**src/pfm_pkg.sv**
```systemverilog
// shared constants for the port pin function multiplexer
package pfm_pkg;

	// ------------------------------------------------------------
	// widths and reset values
	// ------------------------------------------------------------
	localparam int PORT_W = 8;
	localparam logic [7:0] P0_LAT_RST = 8'hFF; // open-drain off, pins float
	localparam logic [7:0] QB_LAT_RST = 8'hFF; // weak pullups hold high
	localparam logic [7:0] ALL_OFF = 8'h00;

	// ------------------------------------------------------------
	// timing of the strong high driver after a 0 to 1 change
	// ------------------------------------------------------------
	localparam int CLK_PERIOD_NS = 50;
	localparam int STRONG_PULSE_NS = 100;
	localparam int STRONG_PULSE_CYC_I = (STRONG_PULSE_NS + CLK_PERIOD_NS - 1) / CLK_PERIOD_NS;
	localparam int PULSE_CW = 2;
	localparam logic [PULSE_CW-1:0] STRONG_PULSE_CYC = PULSE_CW'(STRONG_PULSE_CYC_I);

	// ------------------------------------------------------------
	// third port pin positions
	// ------------------------------------------------------------
	localparam int P3_SER0_RX_BIT = 0;
	localparam int P3_SER0_TX_BIT = 1;
	localparam int P3_IRQ0_BIT = 2;
	localparam int P3_IRQ1_BIT = 3;
	localparam int P3_TMR0_BIT = 4;
	localparam int P3_WR_STB_BIT = 6;
	localparam int P3_RD_STB_BIT = 7;

	// ------------------------------------------------------------
	// fourth port field positions
	// ------------------------------------------------------------
	localparam int P4_SR_LSB = 0;
	localparam int P4_SR_W = 6;
	localparam int P4_TG_LSB = 6;
	localparam int P4_TG_W = 2;

endpackage

```
**src/pfm_qb_if.sv**
```systemverilog
// carrier between the port multiplexer and its quasi-bidirectional drivers
`timescale 1ns/1ns
interface pfm_qb_if #(
	parameter int W = 8
);
	logic [W-1:0] out_val;      // level wanted on each pin
	logic [W-1:0] force_strong; // drive both levels hard
	logic [W-1:0] pin_o;
	logic [W-1:0] pin_oe;
	logic [W-1:0] pin_wpu;

	modport ctl (
		output out_val,
		output force_strong,
		input pin_o,
		input pin_oe,
		input pin_wpu
	);
	modport drv (
		input out_val,
		input force_strong,
		output pin_o,
		output pin_oe,
		output pin_wpu
	);
endinterface

```
**src/pfm_qb_pin.sv**
```systemverilog
// quasi-bidirectional pin driver group with strong pull-up pulse
`timescale 1ns/1ns
module pfm_qb_pin #(
	parameter int W = 8
) (
	// clock and reset
	input wire logic sys_clk,
	input wire logic rst_b,
	// control and pin drive
	pfm_qb_if.drv qb
);

	typedef struct packed {
		logic [W-1:0] prev;
		logic [W-1:0][pfm_pkg::PULSE_CW-1:0] cnt;
		logic [W-1:0] o;
		logic [W-1:0] oe;
		logic [W-1:0] wpu;
	} pfm_qb_s;

	pfm_qb_s st_q;
	pfm_qb_s st_d;

	// ------------------------------------------------------------
	// per pin drive decision
	// ------------------------------------------------------------
	always_comb begin
		logic [pfm_pkg::PULSE_CW-1:0] n;
		n = '0;
		st_d = st_q;
		for (int i = 0; i < W; i++) begin
			st_d.prev[i] = qb.out_val[i];
			if (qb.force_strong[i]) begin
				// bus mode: push-pull both levels
				st_d.o[i] = qb.out_val[i];
				st_d.oe[i] = 1'b1;
				st_d.wpu[i] = 1'b0;
				st_d.cnt[i] = '0;
			end else if (!qb.out_val[i]) begin
				// strong pulldown held until a 1 [RQ11]
				st_d.o[i] = 1'b0;
				st_d.oe[i] = 1'b1;
				st_d.wpu[i] = 1'b0;
				st_d.cnt[i] = '0;
			end else begin
				// brief strong high, then weak pullup [RQ11]
				n = st_q.prev[i] ? st_q.cnt[i] : pfm_pkg::STRONG_PULSE_CYC;
				st_d.o[i] = 1'b1;
				st_d.oe[i] = (n != '0);
				st_d.wpu[i] = 1'b1;
				st_d.cnt[i] = (n != '0) ? n - 1'b1 : '0;
			end
		end
	end

	// ------------------------------------------------------------
	// state register, reset to weakly held high
	// ------------------------------------------------------------
	always_ff @(posedge sys_clk or negedge rst_b) begin
		if (!rst_b) begin
			st_q.prev <= '1;
			st_q.cnt <= '0;
			st_q.o <= '0;
			st_q.oe <= '0;
			st_q.wpu <= '1; // weak high out of reset [RQ6] [RQ12]
		end else begin
			st_q <= st_d;
		end
	end

	assign qb.pin_o = st_q.o;
	assign qb.pin_oe = st_q.oe;
	assign qb.pin_wpu = st_q.wpu;

endmodule

```
**src/pfm_port_mux.sv**
```systemverilog
// pin logic and function selection for the four general-purpose ports
`timescale 1ns/1ns

// Behaviour
// [RQ1] low port in I/O mode only sinks
// [RQ2] low address byte shown while strobe high
// [RQ3] after strobe falls low port carries data
// [RQ4] bus mode drives ones actively high
// [RQ5] low port floats after reset
// [RQ6] high port weakly high after reset
// [RQ7] high port outputs address bits fifteen to eight
// [RQ8] third port alternate function pin map
// [RQ9] fourth port carries compare outputs
// [RQ10] third and fourth ports quasi-bidirectional I/O
// [RQ11] zero pulls strong; rising pulses strong high
// [RQ12] quasi port latches reset to ones
// [RQ13] per-pin select: latch or peripheral
// [RQ14] every pin level reaches internal logic
module pfm_port_mux #(
	parameter int W = 8
) (
	// clock and reset
	input wire logic sys_clk,
	input wire logic rst_b,
	// port latch writes from the core
	input wire logic p0_wr_en,
	input wire logic [W-1:0] p0_wr_data,
	input wire logic p2_wr_en,
	input wire logic [W-1:0] p2_wr_data,
	input wire logic p3_wr_en,
	input wire logic [W-1:0] p3_wr_data,
	input wire logic p4_wr_en,
	input wire logic [W-1:0] p4_wr_data,
	// external bus from the core
	input wire logic bus_active,
	input wire logic bus_ale,
	input wire logic [15:0] bus_addr,
	input wire logic bus_data_oe,
	input wire logic [W-1:0] bus_wr_data,
	output logic [W-1:0] bus_rd_data,
	output logic ale_out,
	// alternate function selects
	input wire logic [W-1:0] p3_alt_en,
	input wire logic [W-1:0] p4_alt_en,
	// peripheral outputs
	input wire logic serial0_transmit_out,
	input wire logic wr_strobe_b,
	input wire logic rd_strobe_b,
	input wire logic [5:0] compare_setreset_out,
	input wire logic [1:0] compare_toggle_out,
	// peripheral inputs and pin levels for the core
	output logic serial0_receive_in,
	output logic ext_irq_zero_in,
	output logic ext_irq_one_in,
	output logic timer_zero_ext_input,
	output logic [W-1:0] p0_level,
	output logic [W-1:0] p2_level,
	output logic [W-1:0] p3_level,
	output logic [W-1:0] p4_level,
	// low address and data pins
	input wire logic [W-1:0] low_addr_data_lines_i,
	output logic [W-1:0] low_addr_data_lines_o,
	output logic [W-1:0] low_addr_data_lines_oe,
	// high address pins
	input wire logic [W-1:0] high_address_lines_i,
	output logic [W-1:0] high_address_lines_o,
	output logic [W-1:0] high_address_lines_oe,
	output logic [W-1:0] high_address_lines_wpu,
	// third port pins
	input wire logic [W-1:0] p3_pin_i,
	output logic [W-1:0] p3_pin_o,
	output logic [W-1:0] p3_pin_oe,
	output logic [W-1:0] p3_pin_wpu,
	// fourth port pins
	input wire logic [W-1:0] p4_pin_i,
	output logic [W-1:0] p4_pin_o,
	output logic [W-1:0] p4_pin_oe,
	output logic [W-1:0] p4_pin_wpu
);

	typedef struct packed {
		logic [W-1:0] p0_lat;
		logic [W-1:0] p2_lat;
		logic [W-1:0] p3_lat;
		logic [W-1:0] p4_lat;
		logic [W-1:0] p0_o;
		logic [W-1:0] p0_oe;
		logic ale;
		logic [W-1:0] lv0;
		logic [W-1:0] lv2;
		logic [W-1:0] lv3;
		logic [W-1:0] lv4;
	} pfm_mux_s;

	pfm_mux_s st_q;
	pfm_mux_s st_d;

	pfm_qb_if #(.W(W)) p2_if ();
	pfm_qb_if #(.W(W)) p3_if ();
	pfm_qb_if #(.W(W)) p4_if ();

	logic [W-1:0] p3_alt_val;
	logic [W-1:0] p4_alt_val;

	// ------------------------------------------------------------
	// peripheral levels per pin; input functions leave the pin high
	// ------------------------------------------------------------
	always_comb begin
		p3_alt_val = '1;
		p3_alt_val[pfm_pkg::P3_SER0_TX_BIT] = serial0_transmit_out; // [RQ8]
		p3_alt_val[pfm_pkg::P3_WR_STB_BIT] = wr_strobe_b; // [RQ8]
		p3_alt_val[pfm_pkg::P3_RD_STB_BIT] = rd_strobe_b; // [RQ8]
		p4_alt_val = '1;
		p4_alt_val[pfm_pkg::P4_SR_LSB +: pfm_pkg::P4_SR_W] = compare_setreset_out; // [RQ9]
		p4_alt_val[pfm_pkg::P4_TG_LSB +: pfm_pkg::P4_TG_W] = compare_toggle_out; // [RQ9]
	end

	// ------------------------------------------------------------
	// latches, low port drive and pin sampling
	// ------------------------------------------------------------
	always_comb begin
		st_d = st_q;
		if (p0_wr_en) begin
			st_d.p0_lat = p0_wr_data;
		end
		if (p2_wr_en) begin
			st_d.p2_lat = p2_wr_data;
		end
		if (p3_wr_en) begin
			st_d.p3_lat = p3_wr_data;
		end
		if (p4_wr_en) begin
			st_d.p4_lat = p4_wr_data;
		end
		st_d.ale = bus_ale;
		if (bus_active && bus_ale) begin
			// address phase: low byte held while strobe high [RQ2] [RQ4]
			st_d.p0_o = bus_addr[7:0];
			st_d.p0_oe = '1;
		end else if (bus_active) begin
			// data phase: drive when writing, else release [RQ3] [RQ4]
			st_d.p0_o = bus_wr_data;
			st_d.p0_oe = bus_data_oe ? '1 : pfm_pkg::ALL_OFF;
		end else begin
			// open drain: sink on 0, float on 1 [RQ1]
			st_d.p0_o = pfm_pkg::ALL_OFF;
			st_d.p0_oe = ~st_d.p0_lat;
		end
		// pin levels always handed inward [RQ14]
		st_d.lv0 = low_addr_data_lines_i;
		st_d.lv2 = high_address_lines_i;
		st_d.lv3 = p3_pin_i;
		st_d.lv4 = p4_pin_i;
	end

	// ------------------------------------------------------------
	// state register
	// ------------------------------------------------------------
	always_ff @(posedge sys_clk or negedge rst_b) begin
		if (!rst_b) begin
			st_q.p0_lat <= pfm_pkg::P0_LAT_RST;
			st_q.p2_lat <= pfm_pkg::QB_LAT_RST; // [RQ12]
			st_q.p3_lat <= pfm_pkg::QB_LAT_RST; // [RQ12]
			st_q.p4_lat <= pfm_pkg::QB_LAT_RST; // [RQ12]
			st_q.p0_o <= pfm_pkg::ALL_OFF;
			st_q.p0_oe <= pfm_pkg::ALL_OFF; // all pulldowns off [RQ5]
			st_q.ale <= 1'b1;
			st_q.lv0 <= '1;
			st_q.lv2 <= '1;
			st_q.lv3 <= '1;
			st_q.lv4 <= '1;
		end else begin
			st_q <= st_d;
		end
	end

	// ------------------------------------------------------------
	// quasi-bidirectional ports: function selection
	// ------------------------------------------------------------
	assign p2_if.out_val = bus_active ? bus_addr[15:8] : st_q.p2_lat; // [RQ7]
	assign p2_if.force_strong = bus_active ? '1 : pfm_pkg::ALL_OFF; // [RQ7]
	// per-pin select of latch or peripheral [RQ13] [RQ10]
	assign p3_if.out_val = (p3_alt_en & p3_alt_val) | (~p3_alt_en & st_q.p3_lat);
	assign p3_if.force_strong = pfm_pkg::ALL_OFF;
	assign p4_if.out_val = (p4_alt_en & p4_alt_val) | (~p4_alt_en & st_q.p4_lat);
	assign p4_if.force_strong = pfm_pkg::ALL_OFF;

	// ------------------------------------------------------------
	// pin drivers
	// ------------------------------------------------------------
	pfm_qb_pin #(.W(W)) u_p2 (
		.sys_clk(sys_clk),
		.rst_b(rst_b),
		.qb(p2_if.drv)
	);
	pfm_qb_pin #(.W(W)) u_p3 (
		.sys_clk(sys_clk),
		.rst_b(rst_b),
		.qb(p3_if.drv)
	);
	pfm_qb_pin #(.W(W)) u_p4 (
		.sys_clk(sys_clk),
		.rst_b(rst_b),
		.qb(p4_if.drv)
	);

	// ------------------------------------------------------------
	// outputs
	// ------------------------------------------------------------
	assign low_addr_data_lines_o = st_q.p0_o;
	assign low_addr_data_lines_oe = st_q.p0_oe;
	assign ale_out = st_q.ale;
	assign high_address_lines_o = p2_if.pin_o;
	assign high_address_lines_oe = p2_if.pin_oe;
	assign high_address_lines_wpu = p2_if.pin_wpu;
	assign p3_pin_o = p3_if.pin_o;
	assign p3_pin_oe = p3_if.pin_oe;
	assign p3_pin_wpu = p3_if.pin_wpu;
	assign p4_pin_o = p4_if.pin_o;
	assign p4_pin_oe = p4_if.pin_oe;
	assign p4_pin_wpu = p4_if.pin_wpu;
	// sampled pin levels to peripherals and core [RQ14] [RQ8]
	assign bus_rd_data = st_q.lv0;
	assign p0_level = st_q.lv0;
	assign p2_level = st_q.lv2;
	assign p3_level = st_q.lv3;
	assign p4_level = st_q.lv4;
	assign serial0_receive_in = st_q.lv3[pfm_pkg::P3_SER0_RX_BIT];
	assign ext_irq_zero_in = st_q.lv3[pfm_pkg::P3_IRQ0_BIT];
	assign ext_irq_one_in = st_q.lv3[pfm_pkg::P3_IRQ1_BIT];
	assign timer_zero_ext_input = st_q.lv3[pfm_pkg::P3_TMR0_BIT];

endmodule

```
**config.mk**
```make
export PLATFORM = sky130hd
export DESIGN_NAME = pfm_port_mux
export DESIGN_NICKNAME = d
export VERILOG_FILES = /design/src/pfm_pkg.sv /design/src/pfm_qb_if.sv /design/src/pfm_qb_pin.sv /design/src/pfm_port_mux.sv
export SDC_FILE = /design/constraint.sdc
export NUM_CORES = 1
export LEC_CHECK = 0
export BUFFER_PORTS_ARGS = -buffer_cell sky130_fd_sc_hd__buf_2
export CAP_MARGIN = 20
export CORE_MARGIN = 4
export CORE_UTILIZATION = 50
export CTS_CLUSTER_SIZE = 16
export DETAILED_ROUTE_END_ITERATION = 12
export HOLD_SLACK_MARGIN = 0.08
export PLACE_DENSITY_LB_ADDON = 0.12
export SETUP_SLACK_MARGIN = 0.05
export SLEW_MARGIN = 20
export SYNTH_ARGS = -nofsm -noshare
export SYNTH_HDL_FRONTEND = slang
export SYNTH_SLANG_ARGS = --single-unit
```
**constraint.sdc**
```tcl
create_clock -name sys_clk -period 1.78 [get_ports sys_clk]
set_input_delay 0.356 -clock sys_clk [delete_from_list [all_inputs] [get_ports sys_clk]]
set_output_delay 0.356 -clock sys_clk [all_outputs]
set_load 0.05 [all_outputs]
```
==> results_dict.tcl, run 1 <==
set metrics [dict create \
    outcome "finished clean" \
    avgSynthCellArea_sq_um 14.4 \
    htree_levels 1 \
    critical_path.top_delay_family "flip-flops" \
    antenna_left 0 \
    start_util_pct 50.8 \
    die_area_sq_mm 0.0182 \
    maxSlewHeadroom_pct 76.5 \
    place_hpwl_um 10800 \
    min_period_ns 1.67 \
    grt_use_met2_pct 28.4 \
    ios 257 \
    portBuffers 256 \
    worstMarginPinSlew_ns 0.353 \
    rows 46 \
    numCtsBuffers 22 \
    post_drt_wl_per_cell_um 15.6 \
    setup.worst_path.start_class "flop" \
    fp.coreArea_sq_mm 0.0158 \
    final_layout_size_suffix_gt1_share_pct 60.9 \
    cts.clk_slew.worst_paths_ns 0.06 \
    maxSlewViolCount 0 \
    worst_slack_ns 0.112 \
    p_leak_nw 4.54 \
    grt.met3_usage_pct 5.77 \
    cp_cell_sequence "buf_2" \
    cp.buffers_inverters 1 \
    post_cts_buffers 0 \
    track_usage_pct 16.7 \
    syn_inst 559 \
    clock_sinks 209 \
    grt_pass1_vias 4771 \
    cap_violations 0 \
    fin_nets 867 \
    routabilityCongestion 0.727 \
    min_path_type "input pin to flop" \
    crit_required_ns 1.42 \
    synthDistinctLibCells 26 \
    ys_seq_area_share_pct 66.6 \
    grt_pass1_wl_um 24300 \
    num_vias 4486 \
    drt_wl_total_um 15200 \
    cts_max_path_buffers 3 \
    die_y_um 135 \
    drt-pass1-iter-count 4 \
    crit_fanout 4 \
    die_w_um 135 \
    grt_max_degree 54 \
    grt-busiest-layer "met2" \
    antenna_found_initial 2 \
    pre_cts_ws_ns 0.404 \
    finalCritPeriodShare_pct 93.7 \
    diodes 0 \
    clock_latency_ns 0.49 \
    endpoint_kind "output port" \
    fin_worst_skew_ns 0.00376 \
    drc 0 \
    syn_to_final_growth_pct 21.0 \
    fin_setup_tns_ns 0 \
    setup_viol 0 \
    cp.arrival_ns 1.31 \
    met1_usage_pct 20.5 \
    slowest_stage "dfstp_2" \
    ys_ff_latch 209 \
    synthesis.area_sq_mm 0.00803 \
    critical-path-max-stage-delay_ns 0.56 \
    ir_worst_vdd_v 0.000702 \
    rsz0062_at_grt "no" \
    cts_tree "built" \
    synth_nets 683 \
    drt-initial-drc-count 134 \
    finalHoldViolCount 0 \
    clock-root-buffer "clkbuf_16" \
    critPathKind "flop to output port" \
    fmax_ghz 0.600 \
    power_density_mw_per_mm2 1200 \
    gr-total-overflow 0 \
    ys_warn_count 0 \
    via_per_inst 4.60 \
]
==> cells in the mapped netlist, drive strengths merged <==
library cell,count,share of area (%)
nand2b,24,1.9
a21o,8,0.83
mux2i,8,1.0
nor2b,11,1.1
or2,5,0.39
dfstp,97,32
buf,136,13
and2b,5,0.55
a21boi,24,2.2
and4,19,2.1
nor2,24,1.1
dfrtp,112,35
or3,5,0.39
o21ai,14,1.1
nand3,19,1.2
mux2,43,6.4
nand2,5,0.23
==> metrics by stage <==
stage | util (%) | instances | hold WS [ns] | area (sq um) | total power, mW
6_report | 61.4 | 975 | 0.101 | 9720 | 11.6
5_1_grt | 61.4 | 975 | 0.0818 | 9720 | 12.2
4_1_cts | 61.4 | 975 | 0.0802 | 9720 | 11.8
3_5_place_dp | 54.6 | 901 | 0.260 | 8650 | 7.23
3_3_place_gp | 54.6 | 901 | 0.256 | 8650 | 7.19
2_1_floorplan | - | 559 | 0.0604 | 8030 | 6.95
==> power breakdown <==
part	total (mW)	internal [mW]	switching (mW)
logic	1.80	0.535	1.27
registers	5.39	5.24	0.156
clock network	4.45	2.74	1.71
==> kinds of logic (layout without fill, tap and decap cells) <==
family / Yosys count / in the layout / share of synthesized area [%]
flops: 209 / 209 / 66.6
buf+inv: 136 / 336 / 12.8
simple gates: 117 / 117 / 9.02
mux: 51 / 51 / 7.40
compound gates: 46 / 46 / 4.17
==> layout by cell type, fill, tap and decap left out, drive strengths merged <==
master and n:
buf 261, dfrtp 112, dfstp 97, mux2 43
clkbuf 39, dlygate4sd3 34, nand2b 24, a21boi 24
nor2 24, nand3 19, and4 19, o21ai 14
nor2b 11, mux2i 8, a21o 8, or2 5
and2b 5, nand2 5, or3 5, clkinv 2
==> routing by layer <==
layer  wire, um  share of wire, %  vias up
li1           -                 -     2098
met1       5870                39     2164
met2       7430                49      193
met3       1530                10       27
met4        306               2.0        4
met5         40              0.26        -
==> layout make-up <==
type | count | area, sq um
fillers | 1244 | 6110
clock buffers | 38 | 722
well taps | 216 | 270
flip-flops and latches | 209 | 5350
repair buffers | 296 | 1710
clock inverters | 2 | 10.0
multi-input cells | 214 | 1650
==> flip-flops by register name, indices dropped and copies added (netlist names), 24 cells and up <==
signal,count
u_p2.st_q,24
st_q,32
u_p4.st_q,24
u_p3.st_q,24
==> repair_timing <==
action	4_1_cts	5_1_grt
resized for setup	0	0
endpoints found under the setup margin	0	0
hold buffers	34	0
hold endpoints to repair	120	0
==> worst paths after layout <==
kind / startpoint / end / slack, ns / cells after the start
worst min register to register: u_p2.st_q[42] / u_p2.qb.pin_oe[2] / 0.45 / 1
worst max-delay path: u_p4.st_q[46] / p4_pin_wpu[6] / 0.11 / 1
max in group asynchronous: rst_b / p4_level[6] / 0.78 / 3
min in group asynchronous: rst_b / u_p4.qb.pin_o[7] / 0.32 / 2
worst max register to register: st_q[60] / u_p3.qb.pin_oe[3] / 0.69 / 2
worst min-delay path: bus_addr[9] / u_p2.st_q[41] / 0.10 / 2
Power figures use the tool's default switching activity.
==> run 2, diff against run 1 <==
--- a/config.mk
+++ b/config.mk
@@ -8,7 +8,7 @@
 export BUFFER_PORTS_ARGS = -buffer_cell sky130_fd_sc_hd__buf_2
 export CAP_MARGIN = 20
 export CORE_MARGIN = 4
-export CORE_UTILIZATION = 50
+export CORE_UTILIZATION = 46
 export CTS_CLUSTER_SIZE = 16
 export DETAILED_ROUTE_END_ITERATION = 12
 export HOLD_SLACK_MARGIN = 0.08
==> constraint.sdc (replaced) <==
create_clock -name sys_clk -period 1.35 [get_ports sys_clk]
set_input_delay 0.27 -clock sys_clk [delete_from_list [all_inputs] [get_ports sys_clk]]
set_output_delay 0.27 -clock sys_clk [all_outputs]
set_load 0.05 [all_outputs]
==> run 2 against run 1 <==
The run now ends with setup timing left; wire length is 22% higher; sequential power is 34% higher; setup slack worse by 0.25 ns; die area is 8.2% higher; core utilization is 6.6 points higher; critical path depth stayed put; combinational power is 74% higher; clock power is 30% higher; design area is 20% higher; clock-buffer cell count stayed put; sequential share of layout area is 9.2 points lower; hold slack better by 0.0014 ns; largest cell class unchanged; highest routed layer is now met4.
==> results_dict.tcl, run 2 (synthesized netlist as in run 1, its figures left out) <==
set metrics [dict create \
    outcome "complete, but fails checks" \
    violations "setup timing" \
    mostFrequentLayoutCells "122 x buf_2, 112 x dlygate4sd3_1, 112 x dfrtp_1" \
    slowest_stage "dfstp_2" \
    htree_levels 1 \
    cts_tree "built" \
    whs_endpoint "u_p3.st_q[41]" \
    crit_cells 1 \
    via_per_inst 4.63 \
    power_density_mw_per_mm2 1380 \
    setup_viol 69 \
    fillers 1136 \
    finalPower_mw 16.1 \
    final_layout_size_suffix_gt1_share_pct 55.7 \
    maxSlewHeadroom_pct 79.1 \
    start_util_pct 46.8 \
    numCtsBuffers 22 \
    antenna_left 0 \
    die_w_um 140 \
    die_area_sq_mm 0.0196 \
    r2r-start "u_p3.st_q[44]" \
    ff2ff_path_depth 3 \
    cts_max_path_buffers 3 \
    maxSlewViolCount 0 \
    grt_pass1_wl_um 29400 \
    fin_worst_skew_ns 0.0167 \
    endpoint_kind "output port" \
    die_y_um 140 \
    whs_path_depth 2 \
    multi_input_area_sq_mm 0.00165 \
    setup.worst_path.start_class "flop" \
    clock_sinks 209 \
    rrSetupSlack_ns 0.17 \
    grt_max_degree 36 \
    fin_setup_tns_ns -7.21 \
    num_vias 4998 \
    worstMarginPinSlew_ns 0.314 \
    rows 48 \
    worst_slack_ns -0.142 \
    antenna_found_initial 0 \
    largest_reg_flops 32 \
    regArea_sq_mm 0.00535 \
    cts.clk_slew.worst_paths_ns 0.06 \
    syn_to_final_growth_pct 45.4 \
    post_drt_wl_per_cell_um 17.1 \
    r2r_end "u_p3.qb.pin_oe[4]" \
    top_register "st_q" \
    critical-path-max-stage-delay_ns 0.58 \
    p_leak_nw 5.30 \
    diodes 0 \
    critical_path.top_delay_family "flip-flops" \
    crit_fanout 2 \
    post-route-util_pct 68.0 \
    cp.buffers_inverters 1 \
    fp.coreArea_sq_mm 0.0172 \
    min_path_type "input pin to flop" \
    pre_cts_ws_ns 0.225 \
    drt_wl_total_um 18400 \
    ir_worst_vdd_v 0.000823 \
    finalHoldViolCount 0 \
    finalCritPeriodShare_pct 111 \
    grt_pass1_vias 5599 \
    cp.arrival_ns 1.22 \
    cp_cell_sequence "buf_8" \
    clock_latency_ns 0.49 \
    track_usage_pct 18.3 \
    cap_violations 0 \
    fmax_ghz 0.670 \
    drt-initial-drc-count 82 \
    min_period_ns 1.49 \
    clock-root-buffer "clkbuf_16" \
    whs_ns 0.102 \
    fin_nets 962 \
    ios 257 \
    place_hpwl_um 11500 \
    routabilityCongestion 0.849 \
    mostFrequentLayoutCell "buf_2" \
    hold_start "p3_alt_en[1]" \
    crit_required_ns 1.08 \
    drt-pass1-iter-count 4 \
    portBuffers 256 \
    drc 0 \
    rsz0062_at_grt "yes" \
    critPathKind "flop to output port" \
    gr-total-overflow 0 \
]
[run 2: cell types whose count changed in the layout (fill, tap and decap cells not counted), moves of 2 or more]
cell / before / now
clkbuf_1: 6 / 9
buf_2: 255 / 122
buf_4: 3 / 24
clkinv_2: 2 / 0
buf_6: 0 / 66
buf_8: 0 / 61
dlygate4sd3_1: 34 / 112
buf_12: 3 / 5
clkbuf_8: 10 / 7
[run 2: worst max path at each step]
stage	to	start	slack, ns
6_report	ext_irq_zero_in	p3_level[2]	-0.14
5_1_grt	bus_rd_data[7]	bus_rd_data[7]	-0.19
4_1_cts	high_address_lines_wpu[3]	u_p2.qb.pin_wpu[3]	-0.16
3_5_place_dp	u_p2.st_q[33]	bus_active	0.22
3_3_place_gp	u_p2.st_q[37]	bus_active	0.25
2_1_floorplan	p3_level[0]	p3_level[0]	0.16
[run 2: area by class of cell]
| cell class | instances | area share, % |
|---|---|---|
| clock inverters | 2 | 0.139 |
| multi-input cells | 214 | 14.2 |
| repair buffers | 391 | 31.5 |
| well taps | 225 | 2.41 |
| flip-flops and latches | 209 | 45.8 |
| clock buffers | 38 | 5.92 |
[run 2: power breakdown]
group | internal (mW) | total, mW | switching, mW
Sequential | 6.91 | 7.21 | 0.298
Combinational | 1.37 | 3.14 | 1.77
Clock | 3.47 | 5.80 | 2.32
[run 2: through the flow]
stage / area [sq um] / std cells
final: 11700 / 1079
after global placement: 8710 / 913
after floorplan: 8030 / 559
after detailed placement: 8710 / 913
after global routing: 11700 / 1079
after CTS: 11600 / 1079
[run 2: metal layers]
layer / GRT usage, % / up-vias / routed length [um]
met3: 6.25 / 28 / 1740
met5: 0 / - / 0
met1: 21.4 / 2478 / 6970
met2: 32.0 / 203 / 9270
li1: - / 2289 / -
met4: 5.71 / 0 / 446
[run 2: timing repair]
item	in CTS	in global routing
endpoints found under the setup margin	133	133
hold buffers	112	0
hold endpoints to repair	249	0
setup buffers	14	0
gates resized for setup	303	18
